**src/sto_pkg.sv**
```systemverilog
// Constants, register map and carrier types of the safe torque off gate
package sto_pkg;
    // ****************
    // Clock and timing
    // ****************
    localparam int unsigned CLK_HZ       = 25_000_000;
    localparam int unsigned FILT_TIME_US = 2000;
    localparam int unsigned FILT_CYC     = (CLK_HZ / 1_000_000) * FILT_TIME_US;
    localparam int unsigned DISC_TIME_S  = 10;
    localparam int unsigned DISC_CYC     = CLK_HZ * DISC_TIME_S;
    localparam int unsigned DIAG_TIME_MS = 10;
    localparam int unsigned DIAG_CYC     = (CLK_HZ / 1000) * DIAG_TIME_MS;
    localparam int unsigned RESP_TIME_MS = 30;
    localparam int unsigned RESP_CYC     = (CLK_HZ / 1000) * RESP_TIME_MS;
    localparam int unsigned EDM_TIME_MS  = 5;
    localparam int unsigned EDM_CYC      = (CLK_HZ / 1000) * EDM_TIME_MS;

    // ************
    // Register map
    // ************
    localparam int unsigned ADDR_W   = 8;
    localparam logic [7:0]  REG_CTRL = 8'h00;
    localparam logic [7:0]  REG_STAT = 8'h04;
    localparam logic [7:0]  REG_DIAG = 8'h08;
    localparam int unsigned CTRL_STOP     = 0;
    localparam int unsigned CTRL_CLR_DISC = 1;
    localparam int unsigned CTRL_CLR_FAIL = 2;
    localparam int unsigned STAT_IN1  = 0;
    localparam int unsigned STAT_IN2  = 1;
    localparam int unsigned STAT_SAFE = 2;
    localparam int unsigned STAT_EDM  = 3;
    localparam int unsigned STAT_DISC = 4;
    localparam int unsigned STAT_FAIL = 5;
    localparam int unsigned STAT_STOP = 6;
    localparam logic [1:0]  RESP_OKAY   = 2'h0;
    localparam logic [1:0]  RESP_SLVERR = 2'h2;

    // *****
    // Types
    // *****
    typedef enum logic [1:0] {
        ST_RUN   = 2'b00,
        ST_SAFE  = 2'b01,
        ST_FAULT = 2'b10
    } sto_state_t;

    typedef struct packed {
        logic              awvalid;
        logic [ADDR_W-1:0] awaddr;
        logic              wvalid;
        logic [31:0]       wdata;
        logic [3:0]        wstrb;
        logic              bready;
        logic              arvalid;
        logic [ADDR_W-1:0] araddr;
        logic              rready;
    } sto_axil_req_t;

    typedef struct packed {
        logic        awready;
        logic        wready;
        logic        bvalid;
        logic [1:0]  bresp;
        logic        arready;
        logic        rvalid;
        logic [31:0] rdata;
        logic [1:0]  rresp;
    } sto_axil_rsp_t;
endpackage : sto_pkg

```
**src/sto_gate.sv**
```systemverilog
// Safe torque off gate: input filters, cutoff path, alarms, diagnostics, register slave
//
// The placing of the registers and the AXI4-Lite register port were chosen for this implementation.
`timescale 1ns/100ps
module sto_gate #(
    parameter int unsigned NUM_PWM  = 6,
    parameter int unsigned FILT_CYC = sto_pkg::FILT_CYC,
    parameter int unsigned DISC_CYC = sto_pkg::DISC_CYC,
    parameter int unsigned DIAG_CYC = sto_pkg::DIAG_CYC
) (
    input  wire logic                  ref_clk,
    input  wire logic                  rst,
    input  wire sto_pkg::sto_axil_req_t axil_req,
    output sto_pkg::sto_axil_rsp_t     axil_rsp,
    input  wire logic                  safety_input_one,
    input  wire logic                  safety_input_two,
    input  wire logic [NUM_PWM-1:0]    pwm_in,
    input  wire logic [NUM_PWM-1:0]    cutoff_readback,
    output logic      [NUM_PWM-1:0]    pwm_out,
    output logic                       fault_monitor_output,
    output logic                       input_disconnect_alarm,
    output logic                       cutoff_circuit_failure_alarm,
    output logic                       safe_state
);
    localparam int unsigned FW = $clog2(FILT_CYC + 1);
    localparam int unsigned DW = $clog2(DISC_CYC + 1);
    localparam int unsigned GW = $clog2(DIAG_CYC + 1);

    // *******************************
    // Input synchronisers and filters
    // *******************************
    logic [1:0]  in_meta_q;
    logic [1:0]  in_sync_q;
    logic [1:0]  off_q;
    logic [FW-1:0] low_cnt_q [2];

    always_ff @(posedge ref_clk or posedge rst) begin
        if (rst) begin
            in_meta_q <= 2'h0;
            in_sync_q <= 2'h0;
        end else begin
            in_meta_q <= {safety_input_two, safety_input_one};
            in_sync_q <= in_meta_q;
        end
    end

    for (genvar i = 0; i < 2; i++) begin : g_filt
        always_ff @(posedge ref_clk or posedge rst) begin
            if (rst) begin
                low_cnt_q[i] <= '0;
                off_q[i]     <= 1'b1;
            end else if (in_sync_q[i]) begin
                low_cnt_q[i] <= '0;
                off_q[i]     <= 1'b0;
            end else if (low_cnt_q[i] == FW'(FILT_CYC)) begin
                off_q[i]     <= 1'b1;
            end else begin
                low_cnt_q[i] <= low_cnt_q[i] + FW'(1);
            end
        end
    end

    wire any_off  = |off_q;
    wire both_off = &off_q;
    wire both_on  = ~any_off;

    // *********************
    // Registers set by bus
    // *********************
    logic stop_q;
    logic clr_disc_q;
    logic clr_fail_q;

    // ***************
    // Gate state flow
    // ***************
    sto_pkg::sto_state_t state_q;
    logic fail_q;
    logic disc_q;

    always_ff @(posedge ref_clk or posedge rst) begin
        if (rst) begin
            state_q <= sto_pkg::ST_SAFE;
        end else begin
            case (state_q)
                sto_pkg::ST_RUN: begin
                    if (fail_q) state_q <= sto_pkg::ST_FAULT;
                    else if (any_off || stop_q) state_q <= sto_pkg::ST_SAFE;
                end
                sto_pkg::ST_SAFE: begin
                    if (fail_q) state_q <= sto_pkg::ST_FAULT;
                    else if (both_on && !stop_q) state_q <= sto_pkg::ST_RUN;
                end
                sto_pkg::ST_FAULT: begin
                    if (!fail_q) state_q <= sto_pkg::ST_SAFE;
                end
                default: state_q <= sto_pkg::ST_SAFE;
            endcase
        end
    end

    wire gate_open = (state_q == sto_pkg::ST_RUN);

    // ***********
    // Cutoff path
    // ***********
    logic [NUM_PWM-1:0] pwm_q;
    logic               edm_q;

    always_ff @(posedge ref_clk or posedge rst) begin
        if (rst) begin
            pwm_q <= '0;
        end else begin
            pwm_q <= gate_open ? pwm_in : '0;
        end
    end

    always_ff @(posedge ref_clk or posedge rst) begin
        if (rst) begin
            edm_q <= 1'b0;
        end else begin
            edm_q <= both_off;
        end
    end

    assign pwm_out              = pwm_q;
    assign fault_monitor_output = edm_q;
    assign safe_state           = ~gate_open;

    // *****************
    // Disconnect alarm
    // *****************
    logic [DW-1:0] disc_cnt_q;

    always_ff @(posedge ref_clk or posedge rst) begin
        if (rst) begin
            disc_cnt_q <= '0;
        end else if (!any_off) begin
            disc_cnt_q <= '0;
        end else if (disc_cnt_q != DW'(DISC_CYC)) begin
            disc_cnt_q <= disc_cnt_q + DW'(1);
        end
    end

    always_ff @(posedge ref_clk or posedge rst) begin
        if (rst) begin
            disc_q <= 1'b0;
        end else if (any_off && disc_cnt_q == DW'(DISC_CYC)) begin
            disc_q <= 1'b1;
        end else if (clr_disc_q) begin
            disc_q <= 1'b0;
        end
    end

    // *************************
    // Cutoff circuit diagnostic
    // *************************
    logic [NUM_PWM-1:0] rb_meta_q;
    logic [NUM_PWM-1:0] rb_sync_q;
    logic [GW-1:0]      diag_cnt_q;
    logic               closed_q;
    logic [15:0]        diag_runs_q;

    always_ff @(posedge ref_clk or posedge rst) begin
        if (rst) begin
            rb_meta_q <= '0;
            rb_sync_q <= '0;
        end else begin
            rb_meta_q <= cutoff_readback;
            rb_sync_q <= rb_meta_q;
        end
    end

    wire diag_tick = (diag_cnt_q == GW'(DIAG_CYC - 1));
    wire diag_bad  = diag_tick && closed_q && !gate_open && (|rb_sync_q);

    always_ff @(posedge ref_clk or posedge rst) begin
        if (rst) begin
            diag_cnt_q  <= '0;
            closed_q    <= 1'b0;
            diag_runs_q <= 16'h0000;
        end else if (diag_tick) begin
            diag_cnt_q  <= '0;
            closed_q    <= !gate_open;
            diag_runs_q <= diag_runs_q + 16'h0001;
        end else begin
            diag_cnt_q  <= diag_cnt_q + GW'(1);
            if (gate_open) closed_q <= 1'b0;
        end
    end

    always_ff @(posedge ref_clk or posedge rst) begin
        if (rst) begin
            fail_q <= 1'b0;
        end else if (diag_bad) begin
            fail_q <= 1'b1;
        end else if (clr_fail_q) begin
            fail_q <= 1'b0;
        end
    end

    assign input_disconnect_alarm       = disc_q;
    assign cutoff_circuit_failure_alarm = fail_q;

    // *******************
    // AXI4-Lite slave
    // *******************
    logic              aw_hold_q;
    logic              w_hold_q;
    logic [7:0]        aw_addr_q;
    logic [31:0]       w_data_q;
    logic              w_strb0_q;
    logic              bvalid_q;
    logic [1:0]        bresp_q;
    logic              rvalid_q;
    logic [31:0]       rdata_q;
    logic [1:0]        rresp_q;
    logic [31:0]       stat_w;

    wire awready = !aw_hold_q && !bvalid_q;
    wire wready  = !w_hold_q && !bvalid_q;
    wire arready = !rvalid_q;
    wire wr_go   = aw_hold_q && w_hold_q;
    wire wr_ctrl = wr_go && (aw_addr_q == sto_pkg::REG_CTRL) && w_strb0_q;

    always_ff @(posedge ref_clk or posedge rst) begin
        if (rst) begin
            aw_hold_q <= 1'b0;
            aw_addr_q <= 8'h00;
        end else if (axil_req.awvalid && awready) begin
            aw_hold_q <= 1'b1;
            aw_addr_q <= axil_req.awaddr;
        end else if (wr_go) begin
            aw_hold_q <= 1'b0;
        end
    end

    always_ff @(posedge ref_clk or posedge rst) begin
        if (rst) begin
            w_hold_q  <= 1'b0;
            w_data_q  <= 32'h0000_0000;
            w_strb0_q <= 1'b0;
        end else if (axil_req.wvalid && wready) begin
            w_hold_q  <= 1'b1;
            w_data_q  <= axil_req.wdata;
            w_strb0_q <= axil_req.wstrb[0];
        end else if (wr_go) begin
            w_hold_q  <= 1'b0;
        end
    end

    always_ff @(posedge ref_clk or posedge rst) begin
        if (rst) begin
            bvalid_q <= 1'b0;
            bresp_q  <= sto_pkg::RESP_OKAY;
        end else if (wr_go) begin
            bvalid_q <= 1'b1;
            bresp_q  <= (aw_addr_q == sto_pkg::REG_CTRL || aw_addr_q == sto_pkg::REG_STAT
                        || aw_addr_q == sto_pkg::REG_DIAG) ? sto_pkg::RESP_OKAY
                                                           : sto_pkg::RESP_SLVERR;
        end else if (axil_req.bready) begin
            bvalid_q <= 1'b0;
        end
    end

    always_ff @(posedge ref_clk or posedge rst) begin
        if (rst) begin
            stop_q     <= 1'b0;
            clr_disc_q <= 1'b0;
            clr_fail_q <= 1'b0;
        end else begin
            clr_disc_q <= wr_ctrl && w_data_q[sto_pkg::CTRL_CLR_DISC];
            clr_fail_q <= wr_ctrl && w_data_q[sto_pkg::CTRL_CLR_FAIL];
            if (wr_ctrl) stop_q <= w_data_q[sto_pkg::CTRL_STOP];
        end
    end

    always_comb begin
        stat_w                     = 32'h0000_0000;
        stat_w[sto_pkg::STAT_IN1]  = ~off_q[0];
        stat_w[sto_pkg::STAT_IN2]  = ~off_q[1];
        stat_w[sto_pkg::STAT_SAFE] = ~gate_open;
        stat_w[sto_pkg::STAT_EDM]  = edm_q;
        stat_w[sto_pkg::STAT_DISC] = disc_q;
        stat_w[sto_pkg::STAT_FAIL] = fail_q;
        stat_w[sto_pkg::STAT_STOP] = stop_q;
    end

    always_ff @(posedge ref_clk or posedge rst) begin
        if (rst) begin
            rvalid_q <= 1'b0;
            rdata_q  <= 32'h0000_0000;
            rresp_q  <= sto_pkg::RESP_OKAY;
        end else if (axil_req.arvalid && arready) begin
            rvalid_q <= 1'b1;
            rresp_q  <= sto_pkg::RESP_OKAY;
            case (axil_req.araddr)
                sto_pkg::REG_CTRL: rdata_q <= {31'h0000_0000, stop_q};
                sto_pkg::REG_STAT: rdata_q <= stat_w;
                sto_pkg::REG_DIAG: rdata_q <= {16'h0000, diag_runs_q};
                default: begin
                    rdata_q <= 32'h0000_0000;
                    rresp_q <= sto_pkg::RESP_SLVERR;
                end
            endcase
        end else if (axil_req.rready) begin
            rvalid_q <= 1'b0;
        end
    end

    assign axil_rsp.awready = awready;
    assign axil_rsp.wready  = wready;
    assign axil_rsp.bvalid  = bvalid_q;
    assign axil_rsp.bresp   = bresp_q;
    assign axil_rsp.arready = arready;
    assign axil_rsp.rvalid  = rvalid_q;
    assign axil_rsp.rdata   = rdata_q;
    assign axil_rsp.rresp   = rresp_q;

    logic [31:0] resp_cnt_q;
    always_ff @(posedge ref_clk or posedge rst) begin
        if (rst) resp_cnt_q <= '0;
        else if ((&in_sync_q) || pwm_q == '0) resp_cnt_q <= '0;
        else resp_cnt_q <= resp_cnt_q + 32'h0000_0001;
    end
endmodule : sto_gate

```
**config.mk**
```make
export PLATFORM = sky130hd
export DESIGN_NAME = sto_gate
export DESIGN_NICKNAME = d
export VERILOG_FILES = /design/src/sto_pkg.sv /design/src/sto_gate.sv
export SDC_FILE = /design/constraint.sdc
export NUM_CORES = 1
export LEC_CHECK = 0
export BUFFER_PORTS_ARGS = -buffer_cell sky130_fd_sc_hd__buf_2
export CAP_MARGIN = 20
export CORE_UTILIZATION = 56
export DETAILED_ROUTE_END_ITERATION = 8
export GPL_TIMING_DRIVEN = 0
export MAX_ROUTING_LAYER = met4
export PLACE_DENSITY = 0.89
export SLEW_MARGIN = 0
export SYNTH_ARGS = -nofsm -noshare
export SYNTH_HDL_FRONTEND = slang
export SYNTH_SLANG_ARGS = --single-unit
```
**constraint.sdc**
```tcl
create_clock -name ref_clk -period 5.9 [get_ports ref_clk]
set_clock_uncertainty 0.05 [all_clocks]
set_input_delay 0.59 -clock ref_clk [delete_from_list [all_inputs] [get_ports ref_clk]]
set_output_delay 0.59 -clock ref_clk [all_outputs]
set_load 0.005 [all_outputs]
```
### After elaboration in Yosys (flattened, before gate mapping)

Index checks and enable logic that the tools add are counted.

| storage, ports and cells | value |
|---|---|
| bits in registers | 179 |
| bits of input ports | 73 |

| cells by class | value |
|---|---|
| mux-type cells | 34 |
| equal/unequal tests | 17 |
| $add $sub $neg | 5 |
| reductions and logical operators | 41 |
| bitwise operators | 4 |

Operators by type and width:

| cell | count |
|---|---|
| two-way mux 16 bit | 4 |
| two-way mux 28 bit | 2 |
| adder 16 x 1 -> 16 bit, second input constant | 3 |
| case mux 16 bit (3 select lines) | 1 |
| equality test 16 bit, second input constant | 2 |
| adder 28 x 1 -> 28 bit, second input constant | 1 |
| equality test 28 bit, second input constant | 1 |
| != test 28 bit, second input constant | 1 |
| adder 18 x 1 -> 18 bit, second input constant | 1 |
| equality test 18 bit, second input constant | 1 |
| two-way mux 18 bit | 1 |
| nonzero test 2 bit | 9 |
| two-way mux 1 bit | 17 |
| equality test 8 x 3 -> 1 bit, second input constant | 2 |
| equality test 8 x 4 -> 1 bit, second input constant | 2 |
| zero test 8 bit | 2 |
| logical AND 1 bit | 15 |
| two-way mux 2 bit | 7 |
| zero test 1 bit | 6 |
| two-way mux 6 bit | 1 |
| != test 2 bit, second input constant | 3 |
| case mux 2 bit (3 select lines) | 1 |
| OR reduction 6 bit | 1 |
| NOT 1 bit | 4 |
| 11 further kinds | 13 |

### Depth between registers and ports, before layout

| depth | value |
|---|---|
| word-level depth | 6 |
| depth in mapped cells | 8 |
| depth with buffers taken out | 7 |

### Least setup slack after synthesis

No wires, ideal clock.

| timing path | value |
|---|---|
| path kind | reg2reg |
| start | register diag_cnt_q[9] |
| end | register diag_runs_q[7] |
| arrival time | 1.896 ns |
| required time | 5.727 ns |
| clock period less this slack | 2.069 ns |
| path slack | 3.831 ns |
| cell stages (with the launch flop) | 6 |
| cells stage by stage | dfrtp_1 or4b_1 or4_4 nor3_4 nand4_1 xnor2_1 |

| on the way | value |
|---|---|
| longest elaborated chain between the ends | 1 |

RTL lines:

| what | RTL line | source |
|---|---|---|
| from (decl) | sto_gate.sv:160 | `logic [GW-1:0] diag_cnt_q;` |
| from (signal assigned) | sto_gate.sv:187 | `diag_cnt_q <= diag_cnt_q + GW'(1);` |
| equality test 18 bit | sto_gate.sv:174 | `wire diag_tick = (diag_cnt_q == GW'(DIAG_CYC - 1));` |
| to (signal assigned) | sto_gate.sv:185 | `diag_runs_q <= diag_runs_q + 16'h0001;` |
| to (decl) | sto_gate.sv:162 | `logic [15:0] diag_runs_q;` |

No other way between the ends.
A chain may end at the register's enable or synchronous reset.

### Worst setup path after layout

| timing path | value |
|---|---|
| start | register disc_cnt_q[0] |
| end | register disc_cnt_q[18] |

| on the way | value |
|---|---|
| longest elaborated chain between the ends | 3 |
| elaborated cells on any way between the ends | 5 |
| those cells by class | 1 x add/sub; 2 x eq/ne; 2 x mux |

RTL lines:

| what | RTL line | source |
|---|---|---|
| from (decl) | sto_gate.sv:133 | `logic [DW-1:0] disc_cnt_q;` |
| from (signal assigned) | sto_gate.sv:141 | `disc_cnt_q <= disc_cnt_q + DW'(1);` |
| adder 28 x 1 -> 28 bit | sto_gate.sv:141 |  |
| two-way mux 28 bit | sto_gate.sv:140 | `end else if (disc_cnt_q != DW'(DISC_CYC)) begin` |
| two-way mux 28 bit | sto_gate.sv:138 | `end else if (!any_off) begin` |

Parallel ways exist; a longest one is shown, timed or not. The select of a mux whose other input is x is not followed.

==> qor.csv <==
metric;value;unit
critical path's most frequent cell;nand3_1;
row count;40;
area grow syn2layout;17.74;%
Worst-path clk slew;60;ps
Syn Inst Count;655;
non-filler cells, final;945;
commonest non-fill, non-tap cell in the layout;dfrtp_1;
Vias;5125;
Slew headroom;28.01;%
Primary FF master, synth;dfrtp_1;
fmax;406.1;MHz
worst path bufs/invs;1;
Core Util, Final;68.34;%
layout cells sized above 1;19.18;%
share of the synthesized area in the top cell type;56.01;%
worst-margin pin slew;1078;ps
core region area;12160;µm²
max-slew violation count;0;
part of the cycle the worst path needs;41.74;%
TritonCTS Sinks;161;
startpoint types;register;
RD Place Congestion;0.8370;
Final WS setup;3438;ps
# Post-CTS Setup Buffers;0;
largest net degree at the start of global routing;86;
P_leak;3.827;nW
htree depth;4;
Fin Setup TNS;0;ps
# DRC;0;
Post-synth EDFFs;0;
worst vdd ir;0.0003055;V
slowest cell delay on critical path;680;ps
crit-path leading delay family;simple AND/OR/NAND/NOR gates;
initial antenna violation count;0;
die width;114.3;µm
Final nets;848;
gr ovfl total;0;
Hold Path Class;in -> reg;
number of global-route vias before repair;4882;
register area;4033;µm²
Fin. Hold Viols;0;
Die Y;114.3;µm
vias per cell;5.423;
first drt pass iteration count;5;
Root Driver;clkbuf_16;
CP required;6140;ps
cells along the critical path;ha_1 -> nand3_1 -> nor4_1 -> clkdlybuf4s15_2 -> nand3_1 -> xor2_1 -> nor2_1;
unrepaired setup endpoints after global routing;no;
Distinct cells, synth;45;
Placed Cells;915;
first-pass GRT wire length;23430;µm
max_cap viols;0;
Synth area leader;dfrtp_1;
yosys warns;0;
die area;13060;µm²
First DRT Iteration DRCs;399;
worst endpoint data arrival time;2700;ps
Num CTS Buffers;17;
slowest CP cell;nor4_1;
Synth area leaders;dfrtp_1 56%, xor2_1 5.2%, nor2_1 4.3%;
crit end category;register;
outcome;finished clean;
total track usage;23.98;%
Finish-stage setup viols;0;
# diodes;0;
Routed Antenna Nets;0;
fillers;894;
I/O pin cnt;124;
worst setup path class;reg -> reg;
Max FO, Critical Path;6;
most frequent cells in the layout;158 x dfrtp_1, 80 x nor2_1, 74 x buf_2;
Syn Std Cell Area;7059;µm²
CTS tree;done;
Avg Cell Area, Syn;10.78;µm²
final critical-path required period;2463;ps
final wirelength;13750;µm
WL/cell;14.54;µm
area occupied by multi-input gates;2775;µm²
#FFs+latches synth;161;
sequential element share of the synthesized area;57.13;%
dpl ws;3455;ps
buffers added on ports;73;
Worst-Skew Late Latency;430;ps
post-cts sizing count;0;
power density over the cells;301.0;nW/µm²
CTS Buffer Depth;2;
final HPWL from detailed placement;9039;µm
asr flop ratio synth;100.0;%
Initial Util;58.05;%
# hold bufs at CTS;0;
## flip-flops by register name, summed over array words and instances, names as in the netlist, 2 cells and up
| register | flops |
|---|---|
| diag_cnt_q | 18 |
| rb_sync_q | 6 |
| state_q | 2 |
| rb_meta_q | 6 |
| pwm_out | 6 |
| disc_cnt_q | 28 |
| aw_addr_q | 8 |
| diag_runs_q | 16 |
| w_data_q | 3 |
| off_q | 2 |
| in_meta_q | 2 |
| rdata_q | 16 |
| low_cnt_q | 32 |
| in_sync_q | 2 |
## cell type report
type	instances	share of cell area, %
Inverter	21	1.009
Timing Repair Buffer	76	4.922
Buffer	39	2.845
Clock inverter	5	0.6322
Tap cell	168	2.529
Clock buffer	24	6.157
Sequential cell	161	48.52
Multi-Input combinational cell	451	33.39
## synth_stat cells, types with 5 or more instances
cell        n
o21ai_0    19
and4_1      5
or3_1      13
o31ai_1     6
a22oi_1     6
dfrtp_1   158
ha_1        8
buf_4      24
nor4_1     10
nor2_1     80
nand4_1    20
clkbuf_1   15
xor2_1     42
a21oi_1    22
xnor2_1    32
nor3_1      7
mux2_2     12
nand2_1    55
a22o_1     10
nand3_1    31
and2_1      8
and3_1     16
inv_1      21
## kinds of logic (layout without fill, tap and decap cells)
group	after synthesis	count (layout)	synth area share, %
other	1	18	0.05312
and+or+nand+nor	269	269	19.57
buffers and inverters	60	165	4.466
adders and majority gates	8	8	1.418
DFF	161	161	57.13
AOI/OAI and AO/OA	67	67	5.849
xor gates and xnor gates	74	74	9.181
muxes	15	15	2.340
## power breakdown
group          leakage (nW)  switching, mW  internal (mW)
logic                  1.42          0.114          0.116
clock network         0.280          0.410          0.638
registers              2.13         0.0457           1.18
## routing by layer
metal | GRT usage [%] | up-vias | part of all wire, %
met3 | 6.882 | 22 | 6.1
li1 | - | 2427 | -
met5 | - | - | 0
met4 | 8.831 | 0 | 1.9
met2 | 36.93 | 166 | 48
met1 | 30.33 | 2510 | 44
## path summary, 6_finish.rpt
| check | start | endpoint | slack, ps | cells after the start |
|---|---|---|---|---|
| setup / recovery | disc_cnt_q[0]$_DFFE_PP0N_ | disc_cnt_q[18]$_DFFE_PP0N_ | 3440 | 7 |
| hold / removal | safety_input_two | in_meta_q[1]$_DFF_PP0_ | 220 | 1 |
| setup reg to reg | disc_cnt_q[0]$_DFFE_PP0N_ | disc_cnt_q[18]$_DFFE_PP0N_ | 3440 | 7 |
| hold reg to reg | rb_meta_q[1]$_DFF_PP0_ | rb_sync_q[1]$_DFF_PP0_ | 300 | 0 |
| max in group asynchronous | rst | off_q[0]$_DFFE_PP1P_ | 4720 | 3 |
| min in group asynchronous | rst | low_cnt_q[11]$_DFFE_PP0P_ | 240 | 2 |
## per-stage QoR
step | instance area, µm² | power, mW | hold WS (ps)
floorplan | 7123 | 1.388 | 281.2
global placement | 7699 | 1.455 | 281.7
detailed placement | 7742 | 1.468 | 286.2
CTS | 8307 | 2.522 | 202.0
global route | 8312 | 2.597 | 205.2
finish | 8312 | 2.502 | 223.1
## worst reg2reg max path, cell delays in order, from the launching register on
cell	delay, ps
dfrtp_1	460
ha_1	250
nand3_1	230
nor4_1	680
clkdlybuf4s15_2	340
nand3_1	100
xor2_1	150
nor2_1	70
(Power assumes the default switching activity.)
